## src/inc/tmr_pkg.sv

```systemverilog
package tmr_pkg;
  // ----------------------------------------------------------------
  // register addresses
  // ----------------------------------------------------------------
  localparam logic [15:0] ADDR_MODE_CTRL = 16'hffba;
  localparam logic [15:0] ADDR_PRESCALER = 16'hffbb;
  localparam logic [15:0] ADDR_CAPCMP_CTRL = 16'hffbc;
  localparam logic [7:0] REG_RESET = 8'h00;
  localparam logic [7:0] READ_UNMAPPED = 8'h00;

  // ----------------------------------------------------------------
  // field positions
  // ----------------------------------------------------------------
  localparam int OVF_BIT = 0;
  localparam int OP_MODE_LO = 2;
  localparam int OP_MODE_HI = 3;
  localparam int CAPSEL_BIT = 2;
  localparam int CLK_SEL_LO = 0;
  localparam int CLK_SEL_HI = 1;
  localparam int CLK_SEL_B2 = 7;
  localparam int EDGE_SEL_LO = 4;
  localparam int EDGE_SEL_HI = 5;

  // ----------------------------------------------------------------
  // modes, edges, clock sources
  // ----------------------------------------------------------------
  typedef enum logic [1:0] {
    TMR_MODE_STOP = 2'b00,
    TMR_MODE_FREE = 2'b01,
    TMR_MODE_PIN_CLEAR = 2'b10,
    TMR_MODE_MATCH_CLEAR = 2'b11
  } tmr_mode_e;

  localparam logic [1:0] EDGE_FALL = 2'b00;
  localparam logic [1:0] EDGE_RISE = 2'b01;
  localparam logic [1:0] EDGE_BOTH = 2'b11;

  localparam logic [2:0] CLK_PERIPH = 3'h0;
  localparam logic [2:0] CLK_DIV2 = 3'h1;
  localparam logic [2:0] CLK_DIV4 = 3'h2;
  localparam logic [2:0] CLK_DIV16 = 3'h3;
  localparam logic [2:0] CLK_DIV256 = 3'h4;
  localparam logic [2:0] CLK_SUB = 3'h5;
  localparam logic [2:0] CLK_PIN = 3'h6;
  localparam logic [2:0] CLK_NEIGHBOUR = 3'h7;

  localparam logic [7:0] MASK_DIV2 = 8'h01;
  localparam logic [7:0] MASK_DIV4 = 8'h03;
  localparam logic [7:0] MASK_DIV16 = 8'h0f;
  localparam logic [7:0] MASK_DIV256 = 8'hff;

  localparam logic [15:0] COUNT_ZERO = 16'h0000;
  localparam logic [15:0] COUNT_MAX = 16'hffff;
  localparam logic [15:0] COUNT_ONE = 16'h0001;
endpackage

```

## src/tmr_edge_detect.sv

```systemverilog
`timescale 1ns/1ps
module tmr_edge_detect (
  // clock and reset
  input wire logic i_sys_clk,
  input wire logic i_rst_b,
  // control
  input wire logic i_run,
  input wire logic [1:0] i_edge_sel,
  // pin
  input wire logic i_pin,
  // result
  output logic o_valid_edge
);
  logic sync1_reg;
  logic sync2_reg;
  logic sync3_reg;
  logic level_reg;
  logic run_d_reg;
  logic first_done_reg;
  logic change;
  logic first_hit;

  function automatic logic edge_ok(input logic [1:0] sel, input logic new_lvl);
    edge_ok = (sel == tmr_pkg::EDGE_BOTH) || (sel == tmr_pkg::EDGE_RISE && new_lvl) ||
      (sel == tmr_pkg::EDGE_FALL && !new_lvl);
  endfunction

  // ----------------------------------------------------------------
  // synchroniser and filter
  // ----------------------------------------------------------------
  // two agreeing samples also reject short noise
  always_ff @(posedge i_sys_clk or negedge i_rst_b) begin
    if (!i_rst_b) begin
      sync1_reg <= 1'b0;
      sync2_reg <= 1'b0;
      sync3_reg <= 1'b0;
    end else begin
      sync1_reg <= i_pin;
      sync2_reg <= sync1_reg;
      sync3_reg <= sync2_reg;
    end
  end

  assign change = (sync2_reg == sync3_reg) && (sync3_reg != level_reg);
  // high pin at the very first start reads as a rising edge
  assign first_hit = i_run && !run_d_reg && !first_done_reg && level_reg &&
    (i_edge_sel == tmr_pkg::EDGE_RISE || i_edge_sel == tmr_pkg::EDGE_BOTH);

  always_ff @(posedge i_sys_clk or negedge i_rst_b) begin
    if (!i_rst_b) begin
      level_reg <= 1'b0;
      run_d_reg <= 1'b0;
      first_done_reg <= 1'b0;
      o_valid_edge <= 1'b0;
    end else begin
      run_d_reg <= i_run;
      if (change) begin
        level_reg <= sync3_reg;
      end
      if (i_run) begin
        first_done_reg <= 1'b1;
      end
      o_valid_edge <= i_run && ((change && edge_ok(i_edge_sel, sync3_reg)) || first_hit);
    end
  end
endmodule

```

## src/tmr_core.sv

```systemverilog
`timescale 1ns/1ps
// What this block does
// mode 00 stops counter, stops its clock, holds it at zero
// mode 01 free run, 10 clear on pin edge, 11 clear on compare
// counting starts when mode becomes nonzero, stops when written 00
// software only stops the timer or clears overflow while running
// overflow flag sets when counter rolls FFFFH to 0000H
// overflow clears by writing 0 or by mode 00
// writing 1 to overflow flag sets it
// mode register resets 00H; mode bits 3:2, overflow bit 0, rest zero
// control bit 2 selects compare (0) or capture (1); resets 00H
// software leaves capture/compare control alone while running
// capture trigger pulse lasts two count clocks longer than period
// edge select bits 5:4: 00 fall, 01 rise, 11 both
// clock select: periph, /2, /4, /16, /256, sub clock, pin edges
// clock select 111 counts neighbour timer output
// prescaler not rewritten while running; resets 00H
// pin clock excludes pin clear mode and pin capture
// first start with high pin detects rising edge, restart does not
// pin clock pulses longer than two peripheral clocks
// no pin clock during pulse width measurement
// counter increments on each selected count clock
// primary compare matched continuously, match raises interrupt request
// compare clear mode resets counter to 0000H on match
// capture mode copies counter into second register on trigger
// pin synchronised before edge detection
module tmr_core #(
  parameter int PRESCALE_W = 8
) (
  // clock and reset
  input wire logic i_sys_clk,
  input wire logic i_rst_b,
  // cpu register port
  input wire logic i_wr_en,
  input wire logic i_rd_en,
  input wire logic [15:0] i_addr,
  input wire logic [7:0] i_wdata,
  output logic [7:0] o_rdata,
  // compare values
  input wire logic [15:0] i_primary_compare,
  input wire logic [15:0] i_second_compare,
  // count sources
  input wire logic i_sub_clk_tick,
  input wire logic i_neighbour_tick,
  input wire logic i_event_input_pin,
  // timer state
  output logic [15:0] o_count_register,
  output logic [15:0] o_second_capture_compare,
  output logic o_primary_match_irq,
  output logic o_second_match_irq
);
  logic [1:0] op_mode_reg;
  logic overflow_flag_reg;
  logic second_reg_capture_sel_reg;
  logic [2:0] clk_sel_reg;
  logic [1:0] edge_sel_reg;
  logic [PRESCALE_W-1:0] div_reg;
  logic [15:0] count_reg;
  logic running;
  logic valid_edge;
  logic tick;
  logic primary_hit;
  logic clear_now;
  logic roll_over;
  logic wr_mode;
  logic wr_capcmp;
  logic wr_prescale;

  function automatic logic div_tick(input logic [PRESCALE_W-1:0] cnt, input logic [7:0] mask);
    div_tick = (cnt[7:0] & mask) == mask;
  endfunction

  function automatic logic addr_hit(input logic [15:0] a, input logic [15:0] target);
    addr_hit = a == target;
  endfunction

  assign running = op_mode_reg != tmr_pkg::TMR_MODE_STOP;
  assign wr_mode = i_wr_en && addr_hit(i_addr, tmr_pkg::ADDR_MODE_CTRL);
  assign wr_capcmp = i_wr_en && addr_hit(i_addr, tmr_pkg::ADDR_CAPCMP_CTRL);
  assign wr_prescale = i_wr_en && addr_hit(i_addr, tmr_pkg::ADDR_PRESCALER);

  // ----------------------------------------------------------------
  // control registers
  // ----------------------------------------------------------------
  // bit writes arrive as whole bytes from the cpu read-modify-write
  always_ff @(posedge i_sys_clk or negedge i_rst_b) begin
    if (!i_rst_b) begin
      op_mode_reg <= tmr_pkg::TMR_MODE_STOP;
    end else if (wr_mode) begin
      op_mode_reg <= i_wdata[tmr_pkg::OP_MODE_HI:tmr_pkg::OP_MODE_LO];
    end
  end

  always_ff @(posedge i_sys_clk or negedge i_rst_b) begin
    if (!i_rst_b) begin
      second_reg_capture_sel_reg <= 1'b0;
    end else if (wr_capcmp) begin
      second_reg_capture_sel_reg <= i_wdata[tmr_pkg::CAPSEL_BIT];
    end
  end

  always_ff @(posedge i_sys_clk or negedge i_rst_b) begin
    if (!i_rst_b) begin
      clk_sel_reg <= tmr_pkg::CLK_PERIPH;
      edge_sel_reg <= tmr_pkg::EDGE_FALL;
    end else if (wr_prescale) begin
      clk_sel_reg <= {i_wdata[tmr_pkg::CLK_SEL_B2], i_wdata[tmr_pkg::CLK_SEL_HI:tmr_pkg::CLK_SEL_LO]};
      edge_sel_reg <= i_wdata[tmr_pkg::EDGE_SEL_HI:tmr_pkg::EDGE_SEL_LO];
    end
  end

  // hardware set wins over a same-cycle software clear
  always_ff @(posedge i_sys_clk or negedge i_rst_b) begin
    if (!i_rst_b) begin
      overflow_flag_reg <= 1'b0;
    end else if (roll_over) begin
      overflow_flag_reg <= 1'b1;
    end else if (wr_mode && i_wdata[tmr_pkg::OP_MODE_HI:tmr_pkg::OP_MODE_LO] == tmr_pkg::TMR_MODE_STOP) begin
      overflow_flag_reg <= 1'b0;
    end else if (wr_mode) begin
      overflow_flag_reg <= i_wdata[tmr_pkg::OVF_BIT];
    end
  end

  always_ff @(posedge i_sys_clk or negedge i_rst_b) begin
    if (!i_rst_b) begin
      o_rdata <= tmr_pkg::REG_RESET;
    end else if (i_rd_en) begin
      if (addr_hit(i_addr, tmr_pkg::ADDR_MODE_CTRL)) begin
        o_rdata <= {4'h0, op_mode_reg, 1'b0, overflow_flag_reg};
      end else if (addr_hit(i_addr, tmr_pkg::ADDR_PRESCALER)) begin
        o_rdata <= {clk_sel_reg[2], 1'b0, edge_sel_reg, 2'h0, clk_sel_reg[1:0]};
      end else if (addr_hit(i_addr, tmr_pkg::ADDR_CAPCMP_CTRL)) begin
        o_rdata <= {5'h00, second_reg_capture_sel_reg, 2'h0};
      end else begin
        o_rdata <= tmr_pkg::READ_UNMAPPED;
      end
    end
  end

  // ----------------------------------------------------------------
  // pin edge and prescaler
  // ----------------------------------------------------------------
  tmr_edge_detect tmr_edge_detect_i (
    .i_sys_clk(i_sys_clk),
    .i_rst_b(i_rst_b),
    .i_run(running),
    .i_edge_sel(edge_sel_reg),
    .i_pin(i_event_input_pin),
    .o_valid_edge(valid_edge)
  );

  // divider held at zero while stopped, so the clock is withheld
  always_ff @(posedge i_sys_clk or negedge i_rst_b) begin
    if (!i_rst_b) begin
      div_reg <= '0;
    end else if (!running) begin
      div_reg <= '0;
    end else begin
      div_reg <= div_reg + 1'b1;
    end
  end

  always_comb begin
    case (clk_sel_reg)
      tmr_pkg::CLK_PERIPH: tick = 1'b1;
      tmr_pkg::CLK_DIV2: tick = div_tick(div_reg, tmr_pkg::MASK_DIV2);
      tmr_pkg::CLK_DIV4: tick = div_tick(div_reg, tmr_pkg::MASK_DIV4);
      tmr_pkg::CLK_DIV16: tick = div_tick(div_reg, tmr_pkg::MASK_DIV16);
      tmr_pkg::CLK_DIV256: tick = div_tick(div_reg, tmr_pkg::MASK_DIV256);
      tmr_pkg::CLK_SUB: tick = i_sub_clk_tick;
      tmr_pkg::CLK_PIN: tick = valid_edge;
      default: tick = i_neighbour_tick;
    endcase
  end

  // ----------------------------------------------------------------
  // counter
  // ----------------------------------------------------------------
  assign primary_hit = running && tick && count_reg == i_primary_compare;
  assign clear_now = (op_mode_reg == tmr_pkg::TMR_MODE_MATCH_CLEAR && primary_hit) ||
    (op_mode_reg == tmr_pkg::TMR_MODE_PIN_CLEAR && valid_edge);
  assign roll_over = running && tick && !clear_now && count_reg == tmr_pkg::COUNT_MAX;

  always_ff @(posedge i_sys_clk or negedge i_rst_b) begin
    if (!i_rst_b) begin
      count_reg <= tmr_pkg::COUNT_ZERO;
    end else if (!running) begin
      count_reg <= tmr_pkg::COUNT_ZERO;
    end else if (clear_now) begin
      count_reg <= tmr_pkg::COUNT_ZERO;
    end else if (tick) begin
      count_reg <= count_reg + tmr_pkg::COUNT_ONE;
    end
  end

  // captured value stays until the next trigger
  always_ff @(posedge i_sys_clk or negedge i_rst_b) begin
    if (!i_rst_b) begin
      o_second_capture_compare <= tmr_pkg::COUNT_ZERO;
    end else if (running && second_reg_capture_sel_reg && valid_edge) begin
      o_second_capture_compare <= count_reg;
    end
  end

  always_ff @(posedge i_sys_clk or negedge i_rst_b) begin
    if (!i_rst_b) begin
      o_count_register <= tmr_pkg::COUNT_ZERO;
      o_primary_match_irq <= 1'b0;
      o_second_match_irq <= 1'b0;
    end else begin
      o_count_register <= count_reg;
      o_primary_match_irq <= primary_hit;
      o_second_match_irq <= running && tick && !second_reg_capture_sel_reg && count_reg == i_second_compare;
    end
  end
endmodule

```

## config.mk

```make
export PLATFORM = sky130hd
export DESIGN_NAME = tmr_core
export DESIGN_NICKNAME = d
export VERILOG_FILES = /design/src/inc/tmr_pkg.sv /design/src/tmr_edge_detect.sv /design/src/tmr_core.sv
export SDC_FILE = /design/constraint.sdc
export NUM_CORES = 1
export LEC_CHECK = 0
export BUFFER_PORTS_ARGS = -buffer_cell sky130_fd_sc_hd__buf_2
export CAP_MARGIN = 25
export CELL_PAD_IN_SITES_DETAIL_PLACEMENT = 1
export CELL_PAD_IN_SITES_GLOBAL_PLACEMENT = 1
export CORE_MARGIN = 5
export CORE_UTILIZATION = 39
export CTS_CLUSTER_SIZE = 30
export DETAILED_ROUTE_END_ITERATION = 7
export PLACE_DENSITY = 0.86
export SYNTH_ARGS = -nofsm -noshare
export SYNTH_HDL_FRONTEND = slang
export SYNTH_SLANG_ARGS = --single-unit
export TNS_END_PERCENT = 10
```

## constraint.sdc

```tcl
create_clock -name i_sys_clk -period 2.7 [get_ports i_sys_clk]
set_input_delay 0.54 -clock i_sys_clk [delete_from_list [all_inputs] [get_ports i_sys_clk]]
set_output_delay 0.54 -clock i_sys_clk [all_outputs]
set_load 0.01 [all_outputs]
```

* Yosys cells after proc, flatten, opt, wreduce, memory -nomap -nowiden
Cells that the tools add are included.
** Cells by class
- Equality and inequality tests :: 22
- Mux-type cells :: 11
- Add/sub/neg operators :: 2
- Reductions and logical operators :: 38
** Operators by type and width (count)
- 16-bit == test, second input constant :: 4
- 16-bit 2-to-1 mux :: 3
- 16-bit == test :: 2
- 8-bit 2-to-1 mux :: 3
- 1-bit logical AND :: 23
- 16-bit by 1-bit adder with 16-bit output, second input constant :: 1
- 3-bit == test, second input constant :: 3
- 8-bit by 1-bit adder with 8-bit output, second input constant :: 1
- 2-bit == test, second input constant :: 4
- 8-bit == test, second input constant :: 1
- 1-bit one-hot mux with 7 select lines :: 1
- 3-bit by 2-bit == test with 1-bit output, second input constant :: 2
- 1-bit logical NOT :: 5
- 1-bit logical OR :: 5
- 4-bit == test, second input constant :: 1
- 2-bit logical NOT :: 2
- 3-bit by 1-bit == test with 1-bit output, second input constant :: 1
- 3-bit logical NOT :: 1
- 1-bit 2-to-1 mux :: 3
- 3-bit 2-to-1 mux :: 1
- 3-bit by 1-bit inequality test with 1-bit output, second input constant :: 1
- 3-bit nonzero test :: 1
- 2-bit by 1-bit == test with 1-bit output, second input constant :: 1
- 2-bit nonzero test :: 1
- 2 further kinds :: 2
** Storage, ports and cells
- Register bits :: 82
- Bits of input ports :: 63
- Logic and storage cells :: 92

* Logic depth before layout (Yosys ltp)
- Depth after elaboration :: 10
- Mapped depth :: 9

* By module
A second synthesis with hierarchy kept.
** Unflattened totals
- Cells, all modules :: 344
- Area total of the unflattened synthesis :: 3763.6 µm²
** Modules (own cells, without submodules)
- tmr_core :: area an instance 3528.4 µm², times used 1, seq. area each 1851.8 µm², cells an instance 326
- tmr_edge_detect :: area an instance 235.2 µm², times used 1, seq. area each 175.2 µm², cells an instance 18

* Least setup slack after synthesis
OpenSTA, ideal clock, no wires.
- Kind :: input -> register
- Start point :: input port i_addr[6]
- End point :: register clk_sel_reg[1]
- Stages on the path :: 4
- Data required time :: 2.572 ns
- Slack :: 0.810 ns
- Buffers on the path :: 0
- Setup time :: 0.128 ns
- Arrival :: 1.762 ns
- Cells stage by stage :: nand4b_1 nor4_2 nand4_1 mux2_1
** Between the ends
- Word-level cells in the longest chain between the ends :: 2
** RTL lines
- start: declaration :: RTL line tmr_core.sv:36 : input wire logic [15:0] i_addr,
- 16-bit == test :: RTL line tmr_core.sv:74 : addr_hit = a == target;
- 1-bit logical AND :: RTL line tmr_core.sv:80 : assign wr_prescale = i_wr_en && addr_hit(i_addr, tmr_pkg::ADDR_PRESCALER);
- end signal: assignment :: RTL line tmr_core.sv:104 : clk_sel_reg <= tmr_pkg::CLK_PERIPH;
- end signal: assignment :: RTL line tmr_core.sv:107 : clk_sel_reg <= {i_wdata[tmr_pkg::CLK_SEL_B2], i_wdata[tmr_pkg::CLK_SEL_HI:tmr_pkg::CLK_SEL_LO]};
- end: declaration :: RTL line tmr_core.sv:55 : logic [2:0] clk_sel_reg;
Every way passes these cells.
A chain may end at the register's enable or synchronous reset.

* Worst setup path after layout
- Start point :: register div_reg[0]
- End point :: register count_reg[6]
** Between the ends
- Word-level cells in the longest chain between the ends :: 8
- Elaborated cells between the ends (all ways) :: 11
- Classes of those cells :: 4 x eq/ne; 3 x mux; 4 x reduce/logical
** RTL lines
- start: declaration :: RTL line tmr_core.sv:57 : logic [PRESCALE_W-1:0] div_reg;
- start signal: assignment :: RTL line tmr_core.sv:160 : div_reg <= div_reg + 1'b1;
- 8-bit == test (tied with other cells) :: RTL line tmr_core.sv:70 : div_tick = (cnt[7:0] & mask) == mask;
- 1-bit one-hot mux with 7 select lines (*) :: RTL line tmr_core.sv:165 : case (clk_sel_reg)
- 1-bit logical AND (2 in series) :: RTL line tmr_core.sv:180 : assign primary_hit = running && tick && count_reg == i_primary_compare;
- 1-bit logical AND :: RTL line tmr_core.sv:181 : assign clear_now = (op_mode_reg == tmr_pkg::TMR_MODE_MATCH_CLEAR && primary_hit) ||
- 1-bit logical OR :: RTL line tmr_core.sv:181
- 16-bit 2-to-1 mux :: RTL line tmr_core.sv:190 : end else if (clear_now) begin
- 16-bit 2-to-1 mux :: RTL line tmr_core.sv:188 : end else if (!running) begin
- end signal: assignment :: RTL line tmr_core.sv:187 : count_reg <= tmr_pkg::COUNT_ZERO;
- end signal: assignment :: RTL line tmr_core.sv:189 : count_reg <= tmr_pkg::COUNT_ZERO;
- end signal: assignment :: RTL line tmr_core.sv:191 : count_reg <= tmr_pkg::COUNT_ZERO;
- end: declaration :: RTL line tmr_core.sv:58 : logic [15:0] count_reg;
Every way passes the cells marked *; elsewhere a longest branch is shown, timed or not.

==> impl_metrics.toml <==
[synthesis]
async_reset_ff_share_pct = 100
yosysWarnings = 0
syn_inst = 343
yosysSeqAreaShare_pct = 54.0
synthTopCellsByArea = "dfrtp_1, mux2_1, xor2_1, xnor2_1, a31oi_1"
synth_common_cells = "dfrtp_1, nand2_1, xor2_1"
synth_xor_area_share_pct = 8.63
yosys.cell_count.top_type = "dfrtp_1"
ys.flop_type = "dfrtp_1"
synth_fa_ha_area_share_pct = 0.933
synth_top_family_by_area = "simple AND/OR/NAND/NOR gates"
synth_area_um2 = 3750
yosys.cell_types.count = 47
ys_ff_latch = 81
synth_compound_area_share_pct = 9.63
synth_simple_gate_area_share_pct = 15.0
synth_edf_count = 0
muxShareOfSynthArea_pct = 6.53
syn-mean-instance-area_um2 = 10.9
synth_nets = 408
yosysTopAreaCell = "dfrtp_1"
yosysTopAreaCellShare_pct = 54.0

[finish]
nets = 505
fin_cells = 574
drive_gt1_share_pct = 30.6
fillers = 1061
stdcell_area_um2 = 4560
diodes = 0
syn2layout_area_growth_pct = 21.6

[sta]
rsz0062_at_grt = "no"
relSlewSlack_pct = 52.7
finalSetupViolCount = 0
tns_ps = 0
min_period_over_period_pct = 83.9
fin_hold_ws_ps = 215
fin_worst_skew_ps = 15.9
timing.final.ws_setup_ps = 435
worst_pin_slew_ps = 709
slew_viol_final = 0
hold_viol = 0
min_period_ps = 2260
max_freq_ghz = 0.442

[place]
gp_congestion = 0.800
place_inst = 558
io_buffers = 102
place_hpwl_mm = 7.81
dpl_cell_area_um2 = 4360
pre_cts_ws_ps = 384

[detailed_routing]
drt-pass1-iter-count = 4
routed_wl_mm = 10.6
via_count = 3007
drt_iter0_markers = 93
viasPerCell = 5.24
wl_per_cell_um = 18.4
ant_nets = 0
drc = 0

[grt]
grt_pass1_vias = 3284
antenna_found_initial = 0
grt_max_degree = 49
groute.usage.overall_pct = 18.7
grt_first_pass_wirelength_mm = 17.0
overflow = 0

[hold_path]
hp-class = "in2async"

[cts]
cts.htree.levels = 3
tritoncts = "built"
numCtsBuffers = 9
cts_sinks = 81
clock_latency_ps = 350
clkTransAtPathRegs_ps = 80
clockBufferDepth = 2
hold_buffers = 0
cts-root-buf = "clkbuf_8"
post-cts-setup-buffers = 0
cts_resized = 0

[setup_path]
arrival_ps = 2520
cp_slowest_cell = "nand2b_1"
crit_type = "reg2reg"
endpoint_kind = "flip-flop"
rrSetupSlack_ps = 440
start_kind = "flip-flop"
rr_endpoint = "count_reg[6]$_DFFE_PN0P_"
crit_chain = "ha_1 > nand3_1 > inv_1 > a221oi_2 > nand2b_1 > a31oi_1"
cp_data_required_time_ps = 2950
cp_max_fo = 16
ff2ff_path_depth = 6
worst_path_largest_cell_delay_ps = 470
reg2reg_from = "div_reg[0]$_DFF_PN0_"

[floorplanning]
io_pins = 105
dieArea_um2 = 11700
die_w_um = 108
die_h_um = 108
start_util_pct = 40.3
row_count = 35
core-area_um2 = 9330

[pwr]
peakVddDrop_uv = 290
p_per_area_nw_per_um2 = 496
p_leak_nw = 2.27

[run_status]
status = "finished clean"

[flow_run]
drv_cap = 0
## cells in the final DEF (no fill, tap or decap), types with 3 or more instances in the layout
cell	count
buf_4	7
nand3_1	16
a21oi_1	14
dfrtp_1	81
mux2_2	4
o21ai_1	11
buf_2	101
xnor2_1	17
nand2b_1	5
nand4_1	11
nand2_1	20
xor2_1	20
nor2_1	17
a31oi_1	13
mux2_1	16
clkbuf_8	10
inv_1	15
and3_1	8
and4_1	3
clkinv_4	4
nor4_1	6
o21ai_0	10
## worst max-delay path: cells and delay by family, from the launching register on
family | cells | cell delay, ps
AO/OA/AOI/OAI | 2 | 710
adder cells (fa/ha/maj) | 1 | 290
buffers and inverters | 1 | 80
flip-flops | 1 | 430
AND/OR/NAND/NOR | 2 | 670
## layout make-up
cell class	instances	area [µm²]	share of cell area [%]
sequential	81	2030	44.4
multi-input combinational	223	1530	33.6
timing repair buffer	109	578	12.7
tap	129	161	3.54
clock buffer	11	141	3.10
clock inverter	5	65.1	1.43
inverter	16	60.1	1.32
## per-layer routing
metal  share of wire [%]  vias to the layer above  global-route usage [%]
met2                  52                       88                    33.2
met5                   0                        -                       0
met4                 1.8                        0                    5.32
met3                 6.2                       19                    5.19
met1                  40                     1509                    22.3
li1                    -                     1391                       -
## how the worst max path moves through the flow
stage | start | to | slack [ps] | cells past startpoint
2_1_floorplan | i_addr[6] | clk_sel_reg[1]$_DFFE_PN0P_ | 810 | 4
3_3_place_gp | i_primary_compare[11] | count_reg[13]$_DFFE_PN0P_ | 510 | 8
3_5_place_dp | i_addr[6] | clk_sel_reg[0]$_DFFE_PN0P_ | 380 | 5
4_1_cts | div_reg[0]$_DFF_PN0_ | count_reg[6]$_DFFE_PN0P_ | 450 | 6
5_1_grt | div_reg[0]$_DFF_PN0_ | count_reg[12]$_DFFE_PN0P_ | 270 | 6
6_report | div_reg[0]$_DFF_PN0_ | count_reg[6]$_DFFE_PN0P_ | 440 | 6
## power by group
part	internal, mW	switching [mW]	leakage, nW
logic	0.0554	0.0647	1.04
clock network	0.460	0.460	0.104
registers	1.22	0.00502	1.12
total	1.73	0.530	2.27
## through the flow
step | utilization, % | power (mW)
finish | 48.9 | 2.26
detailed placement | 46.7 | 1.37
global placement | 46.7 | 1.36
global route | 48.9 | 2.35
floorplan | - | 1.28
CTS | 48.9 | 2.30
## logic make-up after synthesis
logic type | count (synthesis)
AND/OR/NAND/NOR | 102
flip-flops | 81
AO/OA/AOI/OAI | 58
buffers and inverters | 39
XOR/XNOR | 37
multiplexers | 22
adder cells (fa/ha/maj) | 3
other | 1
Power figures use the tool's default switching activity.
